--- config.mk ---
export PLATFORM = sky130hd
export DESIGN_NAME = dsram_ctrl
export DESIGN_NICKNAME = d
export VERILOG_FILES = /design/src/dsram_pkg.sv /design/src/dsram_ctrl.sv
export VERILOG_INCLUDE_DIRS = /design/src
export SDC_FILE = /design/constraint.sdc
export NUM_CORES = 1
export LEC_CHECK = 0
export BUFFER_PORTS_ARGS = -buffer_cell sky130_fd_sc_hd__buf_4
export CORE_MARGIN = 3
export CORE_UTILIZATION = 35
export CTS_BUF_LIST = sky130_fd_sc_hd__clkbuf_4 sky130_fd_sc_hd__clkbuf_8
export CTS_CLUSTER_SIZE = 25
export DETAILED_ROUTE_END_ITERATION = 7
export SYNTH_ARGS = -nofsm -noshare
export SYNTH_HDL_FRONTEND = slang
export SYNTH_SLANG_ARGS = --single-unit
--- constraint.sdc ---
create_clock -name clock -period 2.2 [get_ports clock]
set_input_delay 0.22 -clock clock [delete_from_list [all_inputs] [get_ports clock]]
set_output_delay 0.22 -clock clock [all_outputs]
set_load 0.005 [all_outputs]
--- src/dsram_defines.svh ---
`ifndef DSRAM_DEFINES_SVH
`define DSRAM_DEFINES_SVH

`define DSRAM_ADDR_W 13
`define DSRAM_DATA_W 9
`define DSRAM_WORDS 8192
`define DSRAM_CLK_PS 4000
// times in ps, fastest speed grade figures
`define DSRAM_WP_PS 15000
`define DSRAM_WHZ_PS 8000
`define DSRAM_DW_PS 10000
// read access: select-high path is the slowest at the same edge
`define DSRAM_ACC_PS 25000
`define DSRAM_WR2_PS 5000
`define DSRAM_OHZ_PS 8000
// least times round up, whole cycles
`define DSRAM_CEIL(t) (((t) + `DSRAM_CLK_PS - 1) / `DSRAM_CLK_PS)
`define DSRAM_WP_CYC `DSRAM_CEIL(`DSRAM_WP_PS)
`define DSRAM_FLOAT_CYC `DSRAM_CEIL(`DSRAM_WHZ_PS)
`define DSRAM_DW_CYC `DSRAM_CEIL(`DSRAM_DW_PS)
// first edge strictly after valid data, then two flops; no edge-time race
`define DSRAM_RD_CYC (`DSRAM_CEIL(`DSRAM_ACC_PS + 1) + 2)
`define DSRAM_REC_CYC `DSRAM_CEIL(`DSRAM_WR2_PS)
`define DSRAM_OHZ_CYC `DSRAM_CEIL(`DSRAM_OHZ_PS)

`endif

--- src/dsram_pkg.sv ---
package dsram_pkg;
  typedef enum logic [2:0] {
    DSRAM_IDLE  = 3'b000,
    DSRAM_WSTRB = 3'b001,
    DSRAM_WDATA = 3'b010,
    DSRAM_READ  = 3'b011,
    DSRAM_REC   = 3'b100
  } dsram_state_e;
  typedef logic [7:0] dsram_cnt_t;
endpackage

--- src/dsram_ctrl.sv ---
`timescale 1ns/1ps
`include "dsram_defines.svh"

// Function
// - address lines never change while write strobe is low; a write moves them at the edge where strobe falls
// - with output enable low, strobe covers float time plus data setup
// - no write data driven while device may still drive the bus
// - read needs strobe high, both selects active, output enable low
module dsram_ctrl #(
  parameter int ADDR_W = `DSRAM_ADDR_W,
  parameter int DATA_W = `DSRAM_DATA_W
) (
  input  wire logic              clock,
  input  wire logic              rst_b,
  input  wire logic              req_valid,
  input  wire logic              req_write,
  input  wire logic [ADDR_W-1:0] req_addr,
  input  wire logic [DATA_W-1:0] req_wdata,
  output logic                   req_ready,
  output logic                   rsp_valid,
  output logic [DATA_W-1:0]      rsp_rdata,
  output logic [ADDR_W-1:0]      mem_addr,
  output logic                   select_active_low_b,
  output logic                   select_active_high,
  output logic                   output_enable_b,
  output logic                   write_strobe_b,
  output logic [DATA_W-1:0]      mem_dq_out,
  output logic                   mem_dq_oe,
  input  wire logic [DATA_W-1:0] mem_dq_in
);

  localparam dsram_pkg::dsram_cnt_t WP_CYC  = 8'(`DSRAM_WP_CYC);
  localparam dsram_pkg::dsram_cnt_t FLT_CYC = 8'(`DSRAM_FLOAT_CYC);
  localparam dsram_pkg::dsram_cnt_t DW_CYC  = 8'(`DSRAM_DW_CYC);
  localparam dsram_pkg::dsram_cnt_t RD_CYC  = 8'(`DSRAM_RD_CYC);
  localparam dsram_pkg::dsram_cnt_t REC_CYC = 8'(`DSRAM_REC_CYC);
  localparam dsram_pkg::dsram_cnt_t OHZ_CYC = 8'(`DSRAM_OHZ_CYC);

  // data pins come from another device: two flops before use
  logic [DATA_W-1:0] dq_meta_reg;
  logic [DATA_W-1:0] dq_sync_reg;

  always_ff @(posedge clock or negedge rst_b)
  begin
    if (!rst_b)
    begin
      dq_meta_reg <= '0;
      dq_sync_reg <= '0;
    end
    else
    begin
      dq_meta_reg <= mem_dq_in;
      dq_sync_reg <= dq_meta_reg;
    end
  end

  dsram_pkg::dsram_state_e state_reg, state_next;
  dsram_pkg::dsram_cnt_t   cnt_reg, cnt_next;
  logic [ADDR_W-1:0]       addr_reg, addr_next;
  logic [DATA_W-1:0]       wdata_reg, wdata_next;
  logic                    ready_reg, ready_next;
  logic                    rvalid_reg, rvalid_next;
  logic [DATA_W-1:0]       rdata_reg, rdata_next;
  logic                    sel_b_reg, sel_b_next;
  logic                    sel_h_reg, sel_h_next;
  logic                    oe_b_reg, oe_b_next;
  logic                    we_b_reg, we_b_next;
  logic                    dq_oe_reg, dq_oe_next;
  logic                    oe_was_low_reg, oe_was_low_next;

  always_comb
  begin
    state_next      = state_reg;
    cnt_next        = cnt_reg;
    addr_next       = addr_reg;
    wdata_next      = wdata_reg;
    ready_next      = ready_reg;
    rvalid_next     = 1'b0;
    rdata_next      = rdata_reg;
    sel_b_next      = sel_b_reg;
    sel_h_next      = sel_h_reg;
    oe_b_next       = oe_b_reg;
    we_b_next       = we_b_reg;
    dq_oe_next      = dq_oe_reg;
    oe_was_low_next = oe_was_low_reg;
    unique case (state_reg)
      dsram_pkg::DSRAM_IDLE:
      begin
        if (req_valid && ready_reg)
        begin
          // address moves only here, strobe is high in idle
          addr_next  = req_addr;
          wdata_next = req_wdata;
          ready_next = 1'b0;
          sel_b_next = 1'b0;
          sel_h_next = 1'b1;
          if (req_write)
          begin
            // strobe falls together with select, device output floats
            we_b_next       = 1'b0;
            oe_b_next       = 1'b1;
            oe_was_low_next = ~oe_b_reg;
            dq_oe_next      = 1'b0;
            cnt_next        = 8'd0;
            state_next      = dsram_pkg::DSRAM_WSTRB;
          end
          else
          begin
            oe_b_next  = 1'b0;
            cnt_next   = 8'd0;
            state_next = dsram_pkg::DSRAM_READ;
          end
        end
      end
      dsram_pkg::DSRAM_WSTRB:
      begin
        cnt_next = cnt_reg + 8'd1;
        // if output enable was just low, wait out the float before driving
        if (!oe_was_low_reg || cnt_reg + 8'd1 >= FLT_CYC)
        begin
          dq_oe_next = 1'b1;
          cnt_next   = 8'd0;
          state_next = dsram_pkg::DSRAM_WDATA;
        end
      end
      dsram_pkg::DSRAM_WDATA:
      begin
        cnt_next = cnt_reg + 8'd1;
        // strobe width: data setup after drive, and never below minimum
        if (cnt_reg + 8'd1 >= DW_CYC && cnt_reg + 8'd1 >= WP_CYC)
        begin
          we_b_next  = 1'b1;
          sel_b_next = 1'b1;
          sel_h_next = 1'b0;
          cnt_next   = 8'd0;
          state_next = dsram_pkg::DSRAM_REC;
        end
      end
      dsram_pkg::DSRAM_READ:
      begin
        cnt_next = cnt_reg + 8'd1;
        // extra cycles cover the two-flop input path
        if (cnt_reg + 8'd1 >= RD_CYC)
        begin
          rdata_next  = dq_sync_reg;
          rvalid_next = 1'b1;
          oe_b_next   = 1'b1;
          sel_b_next  = 1'b1;
          sel_h_next  = 1'b0;
          cnt_next    = 8'd0;
          state_next  = dsram_pkg::DSRAM_REC;
        end
      end
      dsram_pkg::DSRAM_REC:
      begin
        cnt_next = cnt_reg + 8'd1;
        // data held past write end, bus released before next cycle
        if (cnt_reg + 8'd1 >= REC_CYC && cnt_reg + 8'd1 >= OHZ_CYC)
        begin
          dq_oe_next = 1'b0;
          ready_next = 1'b1;
          cnt_next   = 8'd0;
          state_next = dsram_pkg::DSRAM_IDLE;
        end
      end
      default:
      begin
        state_next = dsram_pkg::DSRAM_IDLE;
      end
    endcase
  end

  always_ff @(posedge clock or negedge rst_b)
  begin
    if (!rst_b)
    begin
      state_reg      <= dsram_pkg::DSRAM_IDLE;
      cnt_reg        <= 8'd0;
      addr_reg       <= '0;
      wdata_reg      <= '0;
      ready_reg      <= 1'b1;
      rvalid_reg     <= 1'b0;
      rdata_reg      <= '0;
      sel_b_reg      <= 1'b1;
      sel_h_reg      <= 1'b0;
      oe_b_reg       <= 1'b1;
      we_b_reg       <= 1'b1;
      dq_oe_reg      <= 1'b0;
      oe_was_low_reg <= 1'b0;
    end
    else
    begin
      state_reg      <= state_next;
      cnt_reg        <= cnt_next;
      addr_reg       <= addr_next;
      wdata_reg      <= wdata_next;
      ready_reg      <= ready_next;
      rvalid_reg     <= rvalid_next;
      rdata_reg      <= rdata_next;
      sel_b_reg      <= sel_b_next;
      sel_h_reg      <= sel_h_next;
      oe_b_reg       <= oe_b_next;
      we_b_reg       <= we_b_next;
      dq_oe_reg      <= dq_oe_next;
      oe_was_low_reg <= oe_was_low_next;
    end
  end

  assign req_ready           = ready_reg;
  assign rsp_valid           = rvalid_reg;
  assign rsp_rdata           = rdata_reg;
  assign mem_addr            = addr_reg;
  assign select_active_low_b = sel_b_reg;
  assign select_active_high  = sel_h_reg;
  assign output_enable_b     = oe_b_reg;
  assign write_strobe_b      = we_b_reg;
  assign mem_dq_out          = wdata_reg;
  assign mem_dq_oe           = dq_oe_reg;
endmodule

==> run metrics, run 1 <==
clk_skew=12.1 ps; Die Y=94.7 µm; RSZ-0062 raised after global routing=true; final wirelength=5970 µm; Worst EP required=2450 ps; Multi-input gate area=970 µm²; Cell Rows=31; Max Cap Viol=0; Final #Nets=371; clk root buf=clkbuf_8; ANT nets after route=0; post-place setup slack=133 ps; Pins Over Slew Limit=0; Crit path arrival time=2330 ps; IO Count=73; Synthesized Nets=281; Max Buffers Root-to-Sink=2; Crit. End Element=flop; die width=94.7 µm; sequential cell area=0.00171 mm²; met2 GRT Util=21.4%; Total GRT Usage=14.1%; fillers=696; die area=0.00898 mm²; Post-synth EDFFs=0; GRT overflow=0; met3 Use GR=5.90%; Setup Viol. Count Final=0; Reg clk slew, reported paths=80 ps; Post-route DRC=0; IO Port Bufs=72; min cycle time layout=2080 ps; Placeable Area=0.00745 mm²; DR vias=2064; Post-synth ARST share=100%; clock latency on the worst-skew pair=340 ps; Finished Layout Cells=437; Hold Slack=-39.6 ps; WL/cell=13.7 µm; Leak=1.91 nW; min setup slack post-route=115 ps; Initial Util=37.0%; met1 Use GR=17.8%; fin util=50.5%; CTS sink cnt=68; final worst path period share=94.8%; synthesized area=0.00276 mm²; status=complete, but fails checks; Slew HR=43.3%; Max Freq=480 MHz; Crit Path Max Fanout=6; Syn-to-layout area delta=36.3%; setup bufs post-CTS=0; Slowest cell on crit path=dfrtp_1; Detailed Routing Iterations Pass 1=5; post-DR vias/cell=4.72; TritonCTS clock tree=built; slowest cell delay on critical path=430 ps; final hold violation count=19; Worst-Margin Slew=850 ps; Worst setup SP type=flop; CP cell instances=buf_4 -> inv_1 -> ha_1 -> or2_2 -> or3_1 -> nand2b_4 -> a311oi_2; syn_area_per_cell=11.3 µm²; first-pass GRT wire length=9750 µm; Num CTS Buffers=9; global placement routability congestion=0.865; sequential fraction of the synthesis area=61.9%; Worst VDD drop=625 µV; synth unique cells=47; # diodes=0; failing checks=negative hold slack; largest net degree at the start of global routing=69; Most used DFF post-synth=dfrtp_1; pwr dens=1240 mW/mm²; kind of critical path=reg2reg; Final TNS setup=0 ps; Detailed Place HPWL=3970 µm; synth warn=0; vias in the first global route=2018; Seq cells post-synth=68; placed cell count=412; hold crit path type=in2async; H-tree depth=3; initial antenna violation count=0; number of flip-flops under the largest register name=13; Mapped Cells=243; DR iter-0 viols=46; fraction of layout cells with a size suffix above 1=35.5%; GRT busiest layer=met2
## Yosys cell counts, types with 2 or more instances
library cell / count / share of area [%]
inv_1: 8 / 1.1
a21oi_1: 5 / 0.91
buf_2: 4 / 0.73
nor2_1: 8 / 1.1
clkbuf_1: 4 / 0.54
o22ai_1: 2 / 0.45
nor3_1: 5 / 0.91
nand3b_1: 2 / 0.54
dfstp_2: 4 / 3.8
o21ai_0: 5 / 0.91
nand3_1: 2 / 0.36
mux2_4: 8 / 4.4
nand2_1: 74 / 10
o41ai_1: 2 / 0.64
nor2b_1: 9 / 2.0
dfrtp_1: 64 / 58
a31oi_1: 5 / 1.1
ha_1: 3 / 1.4
## cell families after synthesis
family,Yosys count,synth area share [%]
compound gates,35,10.8
xor+xnor,1,0.318
fa+ha+maj,3,1.36
buf+inv,17,3.09
flops,68,61.9
mux,9,4.77
simple gates,110,17.8
## through the flow
stage | area [µm²] | power (mW) | hold slack, ps
after detailed placement | 3430 | 3.49 | 331
final | 3760 | 4.64 | -39.6
after floorplan | 2760 | 2.70 | -75.6
after CTS | 3750 | 4.70 | 5.31
after global routing | 3760 | 4.98 | 45.4
after global placement | 3430 | 3.46 | 330
## worst max-delay path, delay by kind of cell (launching register included)
kind | cells | cell delay, ps
AND/OR/NAND/NOR | 3 | 820
flip-flops | 1 | 430
adder cells (fa/ha/maj) | 1 | 310
buffers and inverters | 2 | 210
AO/OA/AOI/OAI | 1 | 220
## layout by cell type, fill, tap and decap left out, types with 4 or more instances in the layout
cell type      instances
clkbuf_8              11
nor3_1                 5
inv_1                  8
a31oi_1                5
nand2_1               74
buf_4                 78
dlygate4sd3_1          9
nor2b_1                8
mux2_4                 8
dfstp_2                4
o21ai_0                5
a21oi_1                5
dfrtp_1               64
nor2_1                 8
## metal layers
metal / share of wire (%) / vias up
met5: 0 / -
met4: 1.4 / 0
met3: 7.2 / 8
met2: 47 / 58
met1: 44 / 997
li1: - / 1001
## where the power goes
| part | leakage [nW] | switching (mW) | total (mW) | internal (mW) |
|---|---|---|---|---|
| combinational | 0.941 | 0.742 | 1.56 | 0.815 |
| sequential | 0.848 | 0.281 | 1.91 | 1.63 |
| clock | 0.116 | 0.462 | 1.17 | 0.711 |
| total | 1.91 | 1.49 | 4.64 | 3.16 |
## what timing repair did
item	4_1_cts	5_1_grt
endpoints found under the hold margin	9	0
endpoints found under the setup margin	0	4
gates resized for setup	0	1
hold buffers	9	0
## worst paths after layout
kind                            slack (ps)           start             end  cells past startpoint
worst max-delay path                   120      cnt_reg[1]       mem_dq_oe                      7
worst min-delay path                   -40           rst_b      cnt_reg[3]                      1
worst max register to register         120      cnt_reg[1]       mem_dq_oe                      7
worst min register to register         340  dq_meta_reg[6]  dq_sync_reg[6]                      0
max in group asynchronous             1650           rst_b       rsp_valid                      1
min in group clock                      70     req_addr[3]     mem_addr[3]                      3
## cell type report
cell class / count / area share [%]
Sequential cell: 68 / 45.4
Multi-Input combinational cell: 158 / 25.8
Timing Repair Buffer: 88 / 18.5
Clock buffer: 12 / 4.23
Tap cell: 99 / 3.30
Clock inverter: 4 / 1.93
Inverter: 8 / 0.799
Power figures use the tool's default switching activity.
==> run 2: changes to the inputs <==
Settings changed: PLACE_DENSITY_LB_ADDON set to 0.05, RECOVER_POWER set to 25.
==> run metrics, run 2 (synthesis gave the netlist of run 1 again) <==
Max Freq=479 MHz; r2r setup slk=110 ps; first-pass GRT wire length=10200 µm; Setup Viol. Count Final=0; Cell Rows=31; vias in the first global route=2060; CTS sink cnt=68; fraction of layout cells with a size suffix above 1=36.2%; min cycle time layout=2090 ps; largest net degree at the start of global routing=69; final wirelength=5940 µm; clk_skew=9.62 ps; r2r endpoint=mem_dq_oe; Detailed Place HPWL=4010 µm; IO Port Bufs=72; hold crit path type=in2reg; # diodes=0; Worst VDD drop=514 µV; power consumption=4.56 mW; final hold violation count=0; Crit path arrival time=2340 ps; Max Buffers Root-to-Sink=2; Final TNS setup=0 ps; Num CTS Buffers=9; die width=94.7 µm; Final #Nets=373; Worst-Margin Slew=1630 ps; final worst path period share=94.9%; setup bufs post-CTS=0; die area=0.00898 mm²; Total GRT Usage=14.9%; kind of critical path=reg2reg; H-tree depth=3; Placeable Area=0.00745 mm²; failing checks=max-capacitance violations, max-slew violations; initial antenna violation count=0; Leak=1.90 nW; TritonCTS clock tree=built; crit path to=mem_dq_oe; most frequent cells in the layout=74 x nand2_1, 70 x buf_4, 64 x dfrtp_1; ANT nets after route=0; pwr dens=1210 mW/mm²; status=complete, but fails checks; Detailed Routing Iterations Pass 1=4; clock latency on the worst-skew pair=350 ps; placed inst area=0.00345 mm²; Crit. End Element=flop; Worst setup SP type=flop; Syn-to-layout area delta=36.3%; global placement routability congestion=0.812; number of flip-flops under the largest register name=13; worst reg2reg path startpoint=cnt_reg[1]; Post-route DRC=0; fillers=711; post-DR vias/cell=4.64; Pins Over Slew Limit=69; Crit. Startpoint=cnt_reg[1]; most common cell after layout, fill and taps aside=nand2_1; IO Count=73; Hold Slack=60.5 ps; Max Cap Viol=1; Initial Util=37.0%; Reg clk slew, reported paths=90 ps; Final Cell Area=0.00376 mm²; R2R cell count=7; WL/cell=13.5 µm; RSZ-0062 raised after global routing=false; Die Y=94.7 µm; GRT overflow=0; DR vias=2036; Crit Path Max Fanout=6; DR iter-0 viols=82; clk root buf=clkbuf_8; Slew HR=-8.56%; Worst EP required=2450 ps
[run 2: through the flow]
step	worst slack, ps	util, %	instances
after detailed placement	156	46.3	414
after CTS	134	50.3	439
after global placement	183	46.3	414
after floorplan	223	-	243
after global routing	8.38	50.4	439
final	112	50.4	439
[run 2: area by class of cell]
class                           instances  area, µm²  area share [%]
Clock buffer                            9        124            3.30
Clock inverter                          7       83.8            2.23
Inverter                                8       30.0           0.799
Multi-Input combinational cell        158        980            26.1
Sequential cell                        68       1710            45.4
Tap cell                               99        124            3.30
Timing Repair Buffer                   90        708            18.9
[run 2: worst min path at each step]
stage | from | end | cells past startpoint
2_1_floorplan | rst_b | cnt_reg[0] | 0
3_3_place_gp | mem_dq_in[2] | dq_meta_reg[2] | 1
3_5_place_dp | mem_dq_in[3] | dq_meta_reg[3] | 1
4_1_cts | rst_b | cnt_reg[0] | 1
5_1_grt | req_wdata[8] | mem_dq_out[8] | 3
6_report | req_wdata[3] | mem_dq_out[3] | 3
[run 2: where the power goes]
part / switching (mW) / leakage [nW] / total [mW] / internal [mW]
sequential: 0.269 / 0.848 / 1.90 / 1.63
clock: 0.529 / 0.102 / 1.07 / 0.543
combinational: 0.759 / 0.952 / 1.59 / 0.833
total: 1.56 / 1.90 / 4.56 / 3.00
[run 2: per-layer routing]
layer | GRT usage, % | part of all wire [%] | wire [µm] | up-vias
met5 | 0 | 0 | 0 | -
met4 | 6.13 | 1.3 | 80 | 0
met2 | 21.0 | 45 | 2680 | 55
met3 | 5.66 | 7.4 | 438 | 9
li1 | - | - | - | 1008
met1 | 20.4 | 46 | 2730 | 964
[run 2: critical path, stage by stage, from the launching register on]
cell and delay, ps:
dfrtp_1 430, buf_4 170, inv_1 50, ha_1 310
or2_2 320, or3_1 330, nand2b_4 160, a311oi_2 210
[run 2: repair_timing]
action / CTS / global route
resized for setup: 0 / 2
hold endpoints to repair: 9 / 0
endpoints found under the setup margin: 0 / 3
hold buffers: 9 / 0
